==> src/hdl/swc_pkg.sv <==
package swc_pkg;

   // Run state and the two sleep levels.
   typedef enum logic [1:0] {
      SWC_RUN   = 2'b00,
      SWC_SLEEP = 2'b01,
      SWC_DEEP  = 2'b10
   } swc_state_t;

   // Wait-for-event path; this configuration leaves it out.
   localparam logic SWC_HAS_WAIT_EVENT = 1'b0;

   localparam logic SWC_LATCH_CLEAR = 1'b0;
   localparam logic SWC_LATCH_SET   = 1'b1;

   // Reset values of the state, the flags and the clock enable.
   localparam swc_state_t SWC_STATE_RST  = SWC_RUN;
   localparam logic       SWC_FLAG_CLEAR = 1'b0;
   localparam logic       SWC_FLAG_SET   = 1'b1;
   localparam logic       SWC_CLK_EN_RST = 1'b1;

   // Sleep control bits of the system control register.
   typedef struct packed {
      logic event_on_new_pending;
      logic deep_sleep_select;
      logic sleep_on_handler_return;
   } swc_ctrl_t;

   // Requests from the core pipeline, each a one-cycle pulse.
   typedef struct packed {
      logic wait_interrupt_instr;
      logic wait_event_instr;
      logic handler_return_thread;
   } swc_req_t;

   // Exception and lockup inputs from the priority logic.
   typedef struct packed {
      logic exc_sufficient;
      logic irq_enabled_higher;
      logic new_pending;
      logic nmi;
      logic fault_in_nmi;
      logic fault_in_hardfault;
      logic debug_halt;
   } swc_exc_t;

endpackage

==> src/hdl/swc_sleep_wake_controller.sv <==
`timescale 1ns/1ps
// Overview of operation
// - Lockup taken in the non-maskable handler ignores further non-maskable interrupts.
// - Two sleep levels: normal sleep gating core clock, and deep sleep.
// - Deep sleep select bit chooses the sleep level on every entry.
// - Wait for interrupt enters sleep at once, unless the core is in lockup.
// - Wait for event sleeps if latch is 0, else clears latch and continues.
// - Wait for event path, both sleep and latch clear, is omitted in this configuration.
// - Latch set by external event, send event or, with event on new pending, a new pending interrupt; no software access.
// - Sleep on handler return sleeps when returning to thread mode.
// - Interrupt sleep wakes on exception of sufficient priority, enabled higher interrupt or debug wake.
// - With mask bit set, enabled higher interrupt wakes; entry waits for mask clear.
// - Event sleep wakes on sufficient exception or another core's send event.
// - Event on new pending makes any new pending interrupt wake the core from event sleep.
// - Sleep may be re-entered immediately after a spurious wake-up.
// - Sufficient priority means priority above the mask limit.
// - Lockup lasts until reset, debug halt, or non-maskable in hard fault.
module swc_sleep_wake_controller (
   input  wire logic               clk_i,
   input  wire logic               rst_b_i,
   input  wire swc_pkg::swc_ctrl_t ctrl_i,
   input  wire swc_pkg::swc_req_t  req_i,
   input  wire swc_pkg::swc_exc_t  exc_i,
   input  wire logic               interrupt_mask_bit_i,
   input  wire logic               ext_event_i,
   input  wire logic               send_event_instr_i,
   input  wire logic               debug_wake_i,
   output logic                    core_clk_en_o,
   output logic                    deep_sleep_o,
   output logic                    sleeping_o,
   output logic                    wait_event_skip_o,
   output logic                    exc_entry_allow_o,
   output logic                    lockup_o
);
   import swc_pkg::*;

   // Fields of the incoming carriers.
   wire logic  req_wait_interrupt;
   wire logic  req_wait_event;
   wire logic  req_return_thread;
   wire logic  ctl_event_on_pend;
   wire logic  ctl_deep_select;
   wire logic  ctl_exit_sleep;
   wire logic  exc_sufficient;
   wire logic  exc_higher_irq;
   wire logic  exc_new_pending;
   wire logic  exc_nmi;
   wire logic  exc_fault_nmi;
   wire logic  exc_fault_hard;
   wire logic  exc_debug_halt;

   assign req_wait_interrupt = req_i.wait_interrupt_instr;
   assign req_wait_event     = req_i.wait_event_instr;
   assign req_return_thread  = req_i.handler_return_thread;
   assign ctl_event_on_pend  = ctrl_i.event_on_new_pending;
   assign ctl_deep_select    = ctrl_i.deep_sleep_select;
   assign ctl_exit_sleep     = ctrl_i.sleep_on_handler_return;
   assign exc_sufficient     = exc_i.exc_sufficient;
   assign exc_higher_irq     = exc_i.irq_enabled_higher;
   assign exc_new_pending    = exc_i.new_pending;
   assign exc_nmi            = exc_i.nmi;
   assign exc_fault_nmi      = exc_i.fault_in_nmi;
   assign exc_fault_hard     = exc_i.fault_in_hardfault;
   assign exc_debug_halt     = exc_i.debug_halt;

   // Registered state and flags, their next values and the sleep target.
   swc_state_t state;
   swc_state_t next_state;
   swc_state_t sleep_target;
   logic       event_latch;
   logic       next_event_latch;
   logic       from_event;
   logic       next_from_event;
   logic       lockup;
   logic       next_lockup;
   logic       lockup_nmi;
   logic       next_lockup_nmi;
   logic       next_core_clk_en;
   logic       next_deep_sleep;
   logic       next_sleeping;
   logic       next_wait_event_skip;
   logic       next_exc_entry_allow;

   // Decoded conditions.
   wire logic  in_run;
   wire logic  asleep;
   wire logic  wait_event_req;
   wire logic  latch_is_clear;
   wire logic  latch_is_set;
   wire logic  wait_event_sleep;
   wire logic  wait_event_skip;
   wire logic  wait_interrupt_sleep;
   wire logic  exit_sleep;
   wire logic  sleep_req;
   wire logic  enter_sleep;
   wire logic  sleep_level;
   wire logic  event_in;
   wire logic  pend_event;
   wire logic  exc_wake;
   wire logic  event_wake;
   wire logic  spurious_wake;
   wire logic  wake;
   wire logic  latch_clear;
   wire logic  latch_set;
   wire logic  fault_lock;
   wire logic  lock_enter;
   wire logic  nmi_release;
   wire logic  lock_release;
   wire logic  lock_leave;
   wire logic  entry_ready;
   wire logic  entry_allow;

   // Sleep entry.
   assign in_run               = (state == SWC_RUN);
   assign asleep               = ~in_run;
   assign wait_event_req       = SWC_HAS_WAIT_EVENT & req_wait_event;
   assign latch_is_clear       = (event_latch == SWC_LATCH_CLEAR);
   assign latch_is_set         = (event_latch == SWC_LATCH_SET);
   assign wait_event_sleep     = wait_event_req & latch_is_clear;
   assign wait_event_skip      = wait_event_req & latch_is_set;
   assign wait_interrupt_sleep = req_wait_interrupt;
   assign exit_sleep           = ctl_exit_sleep & req_return_thread;
   assign sleep_req            = ~lockup & (wait_interrupt_sleep | wait_event_sleep | exit_sleep);
   assign enter_sleep          = in_run & sleep_req;
   assign sleep_level          = ctl_deep_select;
   assign sleep_target         = sleep_level ? SWC_DEEP : SWC_SLEEP;

   // Wake-up; the priority logic raises exc_sufficient only above the mask limit.
   assign event_in             = ext_event_i | send_event_instr_i;
   assign pend_event           = ctl_event_on_pend & exc_new_pending;
   assign exc_wake             = exc_sufficient | exc_higher_irq;
   assign event_wake           = from_event & (event_in | pend_event);
   assign spurious_wake        = debug_wake_i;
   assign wake                 = asleep & (exc_wake | event_wake | spurious_wake);

   // Event latch set and clear; a set in the same cycle wins.
   assign latch_clear          = wait_event_skip;
   assign latch_set            = event_in | pend_event;

   // Lockup.
   assign fault_lock           = exc_fault_nmi | exc_fault_hard;
   assign lock_enter           = ~lockup & fault_lock;
   assign nmi_release          = exc_nmi & ~lockup_nmi;
   assign lock_release         = exc_debug_halt | nmi_release;
   assign lock_leave           = lockup & lock_release;

   // Exception entry waits for a running clock and a clear mask bit.
   assign entry_ready          = in_run & ~lockup & exc_sufficient;
   assign entry_allow          = entry_ready & ~interrupt_mask_bit_i;

   // Next values of the outputs.
   assign next_core_clk_en     = (next_state == SWC_RUN);
   assign next_deep_sleep      = (next_state == SWC_DEEP);
   assign next_sleeping        = (next_state != SWC_RUN);
   assign next_wait_event_skip = wait_event_skip;
   assign next_exc_entry_allow = entry_allow;

   // Sleep on a taken request, run again on any wake source.
   always_comb begin
      next_state = state;
      unique case (state)
         SWC_RUN: begin
            if (enter_sleep) begin
               next_state = sleep_target;
            end
         end
         SWC_SLEEP, SWC_DEEP: begin
            if (wake) begin
               next_state = SWC_RUN;
            end
         end
         default: begin
            next_state = SWC_RUN;
         end
      endcase
   end

   // Remember whether the current sleep came from the wait-for-event path; a wake clears it.
   always_comb begin
      next_from_event = from_event;
      if (wake) begin
         next_from_event = SWC_FLAG_CLEAR;
      end else if (enter_sleep) begin
         next_from_event = wait_event_sleep;
      end
   end

   // One-bit event latch with no software path.
   always_comb begin
      next_event_latch = event_latch;
      if (latch_clear) begin
         next_event_latch = SWC_LATCH_CLEAR;
      end
      if (latch_set) begin
         next_event_latch = SWC_LATCH_SET;
      end
   end

   // Lockup holds until a release condition.
   always_comb begin
      next_lockup = lockup;
      if (lock_enter) begin
         next_lockup = SWC_FLAG_SET;
      end else if (lock_leave) begin
         next_lockup = SWC_FLAG_CLEAR;
      end
   end

   // Lockup taken in the non-maskable handler is marked so that no interrupt frees it.
   always_comb begin
      next_lockup_nmi = lockup_nmi;
      if (lock_enter) begin
         next_lockup_nmi = exc_fault_nmi;
      end else if (lock_leave) begin
         next_lockup_nmi = SWC_FLAG_CLEAR;
      end
   end

   // Each register below holds one state value, one flag or one output.
   always_ff @(posedge clk_i or negedge rst_b_i) begin
      if (!rst_b_i) begin
         state <= SWC_STATE_RST;
      end else begin
         state <= next_state;
      end
   end

   always_ff @(posedge clk_i or negedge rst_b_i) begin
      if (!rst_b_i) begin
         from_event <= SWC_FLAG_CLEAR;
      end else begin
         from_event <= next_from_event;
      end
   end

   always_ff @(posedge clk_i or negedge rst_b_i) begin
      if (!rst_b_i) begin
         event_latch <= SWC_LATCH_CLEAR;
      end else begin
         event_latch <= next_event_latch;
      end
   end

   always_ff @(posedge clk_i or negedge rst_b_i) begin
      if (!rst_b_i) begin
         lockup <= SWC_FLAG_CLEAR;
      end else begin
         lockup <= next_lockup;
      end
   end

   always_ff @(posedge clk_i or negedge rst_b_i) begin
      if (!rst_b_i) begin
         lockup_nmi <= SWC_FLAG_CLEAR;
      end else begin
         lockup_nmi <= next_lockup_nmi;
      end
   end

   always_ff @(posedge clk_i or negedge rst_b_i) begin
      if (!rst_b_i) begin
         core_clk_en_o <= SWC_CLK_EN_RST;
      end else begin
         core_clk_en_o <= next_core_clk_en;
      end
   end

   always_ff @(posedge clk_i or negedge rst_b_i) begin
      if (!rst_b_i) begin
         deep_sleep_o <= SWC_FLAG_CLEAR;
      end else begin
         deep_sleep_o <= next_deep_sleep;
      end
   end

   always_ff @(posedge clk_i or negedge rst_b_i) begin
      if (!rst_b_i) begin
         sleeping_o <= SWC_FLAG_CLEAR;
      end else begin
         sleeping_o <= next_sleeping;
      end
   end

   always_ff @(posedge clk_i or negedge rst_b_i) begin
      if (!rst_b_i) begin
         wait_event_skip_o <= SWC_FLAG_CLEAR;
      end else begin
         wait_event_skip_o <= next_wait_event_skip;
      end
   end

   always_ff @(posedge clk_i or negedge rst_b_i) begin
      if (!rst_b_i) begin
         exc_entry_allow_o <= SWC_FLAG_CLEAR;
      end else begin
         exc_entry_allow_o <= next_exc_entry_allow;
      end
   end

   always_ff @(posedge clk_i or negedge rst_b_i) begin
      if (!rst_b_i) begin
         lockup_o <= SWC_FLAG_CLEAR;
      end else begin
         lockup_o <= next_lockup;
      end
   end

endmodule // swc_sleep_wake_controller

==> config.mk <==
export PLATFORM = sky130hd
export DESIGN_NAME = swc_sleep_wake_controller
export DESIGN_NICKNAME = d
export VERILOG_FILES = /design/src/hdl/swc_pkg.sv /design/src/hdl/swc_sleep_wake_controller.sv
export SDC_FILE = /design/constraint.sdc
export NUM_CORES = 1
export LEC_CHECK = 0
export BUFFER_PORTS_ARGS = -buffer_cell sky130_fd_sc_hd__buf_2
export CAP_MARGIN = 15
export CORE_AREA = 2 2 39 41
export CTS_CLUSTER_DIAMETER = 30
export DETAILED_ROUTE_END_ITERATION = 8
export DIE_AREA = 0 0 41 43
export PLACE_DENSITY = 0.69
export SETUP_SLACK_MARGIN = 0.4
export SLEW_MARGIN = 20
export SYNTH_ARGS = -nofsm -noshare
export SYNTH_HDL_FRONTEND = slang
export SYNTH_SLANG_ARGS = --single-unit
==> constraint.sdc <==
create_clock -name clk_i -period 2.1 [get_ports clk_i]
set_input_delay 0.105 -clock clk_i [delete_from_list [all_inputs] [get_ports clk_i]]
set_output_delay 0.105 -clock clk_i [all_outputs]
set_load 0.005 [all_outputs]
==> results of run 1 <==
## synth_stat cells, drive strengths merged
| master | number | area share [%] |
|---|---|---|
| a31oi | 2 | 7.9 |
| nand3b | 1 | 1.7 |
| nor2 | 1 | 0.87 |
| buf | 1 | 1.7 |
| o21ai | 1 | 1.2 |
| o31a | 1 | 2.0 |
| dfrtp | 7 | 41 |
| nor2b | 2 | 4.7 |
| o211ai | 4 | 8.2 |
| and4 | 1 | 2.0 |
| nand3 | 1 | 2.3 |
| inv | 3 | 2.6 |
| dfstp | 1 | 6.1 |
| ha | 2 | 5.8 |
| conb | 1 | 0.87 |
| o22ai | 1 | 1.5 |
| nor3 | 1 | 1.2 |
| and3b | 1 | 2.0 |
| or2 | 1 | 1.5 |
| a21oi | 2 | 2.3 |
| nand2 | 1 | 0.87 |
| a21o | 1 | 1.7 |
## state kept, by name, indices dropped and copies added, names as in the netlist
signal,cells
core_clk_en_o,1
deep_sleep_o,1
sleeping_o,1
exc_entry_allow_o,1
state,2
lockup_o,1
lockup_nmi,1
## logic make-up (layout without fill, tap and decap cells)
| logic type | Yosys count | count (layout) | synth area share [%] |
|---|---|---|---|
| adder cells (fa/ha/maj) | 2 | 2 | 5.83 |
| buffers and inverters | 4 | 26 | 4.37 |
| flip-flops | 8 | 8 | 46.9 |
| AO/OA/AOI/OAI | 12 | 12 | 24.8 |
| AND/OR/NAND/NOR | 10 | 10 | 17.2 |
| other | 1 | 1 | 0.874 |
## metrics by stage
stage	total power, mW	cell area (um2)	util [%]	worst slack [ns]	cells
finish	0.617	568	41.0	0.605	75
global route	0.677	568	41.0	0.493	75
CTS	0.629	568	41.0	0.576	75
detailed placement	0.499	532	38.4	0.589	70
global placement	0.493	532	38.4	0.634	70
floorplan	0.421	429	-	0.738	37
## per-layer routing
metal	global-route usage, %	up-vias	part of all wire [%]
met5	0	-	0
met4	12.0	0	4.0
met3	1.57	4	11
met2	13.4	18	43
met1	12.0	149	42
li1	-	178	-
## power groups by stage
stage,Combinational [mW],Sequential (mW),Clock [mW]
floorplan,0.159,0.262,0
global placement,0.231,0.262,0
detailed placement,0.238,0.261,0
CTS,0.240,0.260,0.129
global route,0.270,0.267,0.140
finish,0.234,0.259,0.124
## what timing repair did
item                                   CTS  global route
hold buffers                             1             0
endpoints found under the hold margin    8             0
gates resized for setup                  0             0
## critical path: cells and delay by family (launching register included)
| family | cells | cell delay (ns) |
|---|---|---|
| AOI/OAI and AO/OA | 2 | 0.43 |
| adders and majority gates | 1 | 0.25 |
| buffers and inverters | 1 | 0.06 |
| DFF | 1 | 0.40 |
| and+or+nand+nor | 1 | 0.24 |
## path summary, 6_finish.rpt
check	start	endpoint	slack, ns	cells after the start
worst max-delay path	state[0]	sleeping_o	0.60	5
worst min-delay path	exc_i[0]	lockup_nmi	0.05	2
worst max register to register	state[0]	sleeping_o	0.60	5
worst min register to register	lockup_nmi	lockup_nmi	0.58	2
max in group asynchronous	rst_b_i	core_clk_en_o	1.66	2
min in group asynchronous	rst_b_i	lockup_nmi	0.21	2
## layout by cell type, fill, tap and decap left out, types with 2 or more instances in the layout
cell type	count
a21oi_1	2
buf_2	18
ha_1	2
clkbuf_4	3
inv_1	3
dfrtp_1	7
o211ai_1	3
## layout make-up
class	count	area, um2
clock buffer	4	26.3
multi-input combinational	25	209
sequential	8	201
inverter	3	11.3
tap	16	20.0
timing repair buffer	19	100
fill	144	816
==> metrics, run 1 <==
status completed; PwrDens 1090 nW/um2; leakage power 0.278 nW; Die X 41 um; TritonCTS clock tree built; die area 1760 um2; max frequency 669 MHz; Worst Hold Class in -> reg; largest net degree at the start of global routing 9; Max IR drop VDD 0.000401 V; setup violators final 0; post-synth cell types 25; crit-path cells inv_1 -> ha_1 -> o211ai_1 -> a31oi_2 -> or2_1; Fin Clk Skew 0.00254 ns; YS warnings 0; # nets final 81; area of the mapped netlist 429 um2; Global Route Usage Sum 10.1%; minimum clock period 1.50 ns; Syn Nets 58; antenna cells 0; hold_ws 0.0475 ns; sequential share of power 42.0%; Clk network pwr share 20.1%; period utilisation layout 71.2%; Post-Route WL 722 um; Slowest cell on crit path dfrtp_1; Critical Path Max Stage Delay 0.40 ns; clock latency at the later pin of the worst-skew pair 0.25 ns; I/O pin total 25; PortBufs 18; Final TNS setup 0 ns; Syn-to-layout area delta 32.4%; share of cells above drive strength 1 45.8%; Internal Power 0.416 mW; routability cong. 0.684; cell row count 14; CTS Buf Count 3; Setup CP Type reg -> reg; antenna viol nets, final 0; unrepaired setup endpoints after global routing no; # clock sinks 8; HPWL after DPL 584 um; Cells after Synth 37; initial antenna violation count 0; Final Hold Vio Count 0; critical path endpoint category flip-flop; syn_area_per_cell 11.6 um2; htree depth 1; combinational share of power 37.9%; register bit count reported by yosys 8; CTS Buffer Depth 2; Vias 349; sw frac 32.6%; grt ovf 0; post-synthesis sequential area ratio 46.9%; final slew viol count 0; Clock Pin Slew Worst Setup and Hold Paths 0.05 ns; number of global-route vias before repair 296; first-pass GRT wire length 1.14 mm; via/cell ratio 4.65; setup repair bufs after CTS 0; per-cell routed wire length 9.63 um; NetSw 0.202 mW; clock root buffer clkbuf_4; initial DRC count 1; Critical Path AT 1.63 ns; critical-path maximum fanout 5; # Max-Cap Violations 0; CP required 2.24 ns; Core Area 1380 um2; CP startpoint kind flip-flop; Initial Util 31.0%; router iterations before antenna repair 4; Die H 43 um; DR DRC count 0
(Power assumes the default switching activity.)
==> run 2: changes to the inputs <==
==> constraint.sdc (replaced) <==
create_clock -name clk_i -period 1.41 [get_ports clk_i]
set_input_delay 0.0705 -clock clk_i [delete_from_list [all_inputs] [get_ports clk_i]]
set_output_delay 0.0705 -clock clk_i [all_outputs]
set_load 0.005 [all_outputs]
==> run 2 against run 1 <==
Global-route usage grew 0.97 points. Hold slack lost 0.025 ns. Clock skew increased by 0.0030 ns. Fmax increased by 14%. Sequential share of layout area decreased by 1.9 points. Non-clock buffer count up 3. Clock power grew 48%. Final cell count up 4.0%. Via count up 4.0%. Highest routed layer unchanged. Register-to-register slack got worse by 0.51 ns. Wire length rose by 13%. Sequential cell count did not move.
==> metrics, run 2 (synthesis results as in run 1) <==
status completed; first-pass GRT wire length 1.27 mm; Internal Power 0.690 mW; Core Area 1380 um2; Clk network pwr share 17.9%; Setup WS post-layout 0.0980 ns; minimum clock period 1.31 ns; initial DRC count 1; post-place setup slack 0.0948 ns; Fin Clk Skew 0.00556 ns; Util after Layout 43.7%; final slew viol count 0; antenna viol nets, final 0; Largest Register state; share of cells above drive strength 1 54.8%; Syn-to-layout area delta 40.8%; I/O pin total 25; die area 1760 um2; period utilisation layout 93.0%; combinational share of power 44.7%; per-cell routed wire length 10.5 um; # placed instances 72; sequential share of power 37.3%; Vias 363; via/cell ratio 4.65; Die X 41 um; PwrDens 1690 nW/um2; hold_ws 0.0221 ns; NetSw 0.330 mW; critical path endpoint category flip-flop; antenna cells 0; clock root buffer clkbuf_4; Max IR drop VDD 0.000537 V; initial antenna violation count 0; # Max-Cap Violations 0; max reg flops 2; Worst Hold Class in -> reg; CP required 1.54 ns; sw frac 32.3%; Post-Route WL 818 um; Global Route Usage Sum 11.1%; Post-Layout Cell Count 78; routability cong. 0.762; HPWL after DPL 675 um; Clock Pin Slew Worst Setup and Hold Paths 0.06 ns; # nets final 84; Critical Path AT 1.44 ns; max frequency 762 MHz; setup violators final 0; router iterations before antenna repair 2; critical-path maximum fanout 5; Final TNS setup 0 ns; commonest non-fill, non-tap cells in the layout buf_2 (18), dfrtp_1 (6), o211ai_1 (3), clkbuf_4 (3), buf_4 (3); htree depth 1; leading cell type in the layout, fill and taps excluded buf_2; Initial Util 31.0%; Die H 43 um; clock latency at the later pin of the worst-skew pair 0.25 ns; grt ovf 0; number of global-route vias before repair 308; CTS Buffer Depth 2; TritonCTS clock tree built; leakage power 0.294 nW; cell row count 14; Setup CP Type reg -> reg; largest net degree at the start of global routing 9; CTS Buf Count 3; Filler cells 135; PortBufs 18; CP startpoint kind flip-flop; unrepaired setup endpoints after global routing yes; DR DRC count 0; # clock sinks 8; Final Hold Vio Count 0
[run 2: changes by cell type in the layout (fill, tap and decap cells not counted), sizes merged]
cell,previous run,this run
buf,18,21
[run 2: timing repair]
action,4_1_cts,5_1_grt
pin swaps,2,0
endpoints found under the hold margin,8,0
hold buffers,1,0
setup endpoints to repair,7,6
setup buffers,0,1
gates resized for setup,1,0
[run 2: final cells by class]
class                   count  area [um2]  share of cell area [%]
well taps                  16        20.0                    3.31
inverters                   3        11.3                    1.86
clock buffers               4        26.3                    4.35
multi-input cells          25         221                    36.6
flip-flops and latches      8         203                    33.5
repair buffers             22         123                    20.3
[run 2: path summary, 6_finish.rpt]
| kind | startpoint | to | slack [ns] | cells after the start |
|---|---|---|---|---|
| worst min register to register | lockup_nmi | lockup_nmi | 0.57 | 2 |
| min in group asynchronous | rst_b_i | deep_sleep_o | 0.18 | 2 |
| max in group asynchronous | rst_b_i | core_clk_en_o | 0.99 | 2 |
| worst min-delay path | exc_i[0] | lockup_nmi | 0.02 | 2 |
| worst max register to register | state[1] | sleeping_o | 0.1 | 5 |
| worst max-delay path | state[1] | sleeping_o | 0.1 | 5 |
[run 2: worst max-delay path, stage by stage (launching register included)]
cell	delay (ns)
dfrtp_1	0.37
inv_2	0.05
ha_4	0.17
o211ai_1	0.22
a31oi_2	0.14
or2_1	0.23
[run 2: routing by layer]
layer  track usage, %  part of all wire, %  up-vias
met1             12.1                   39      162
met4             10.0                  2.1        0
met3             1.57                  9.9        2
met5                0                    0        -
li1                 -                    -      182
met2             17.2                   49       17
[run 2: metrics by stage]
step / power [mW] / instance area, um2
CTS: 1.01 / 597
global placement: 0.802 / 559
floorplan: 0.662 / 442
detailed placement: 0.818 / 559
global route: 1.11 / 604
finish: 1.02 / 604
[run 2: power by group through the flow]
stage / clock network [mW] / logic [mW] / registers, mW
2_1_floorplan: 0 / 0.269 / 0.393
3_3_place_gp: 0 / 0.422 / 0.380
3_5_place_dp: 0 / 0.437 / 0.381
4_1_cts: 0.192 / 0.440 / 0.382
5_1_grt: 0.207 / 0.512 / 0.392
6_report: 0.183 / 0.456 / 0.381
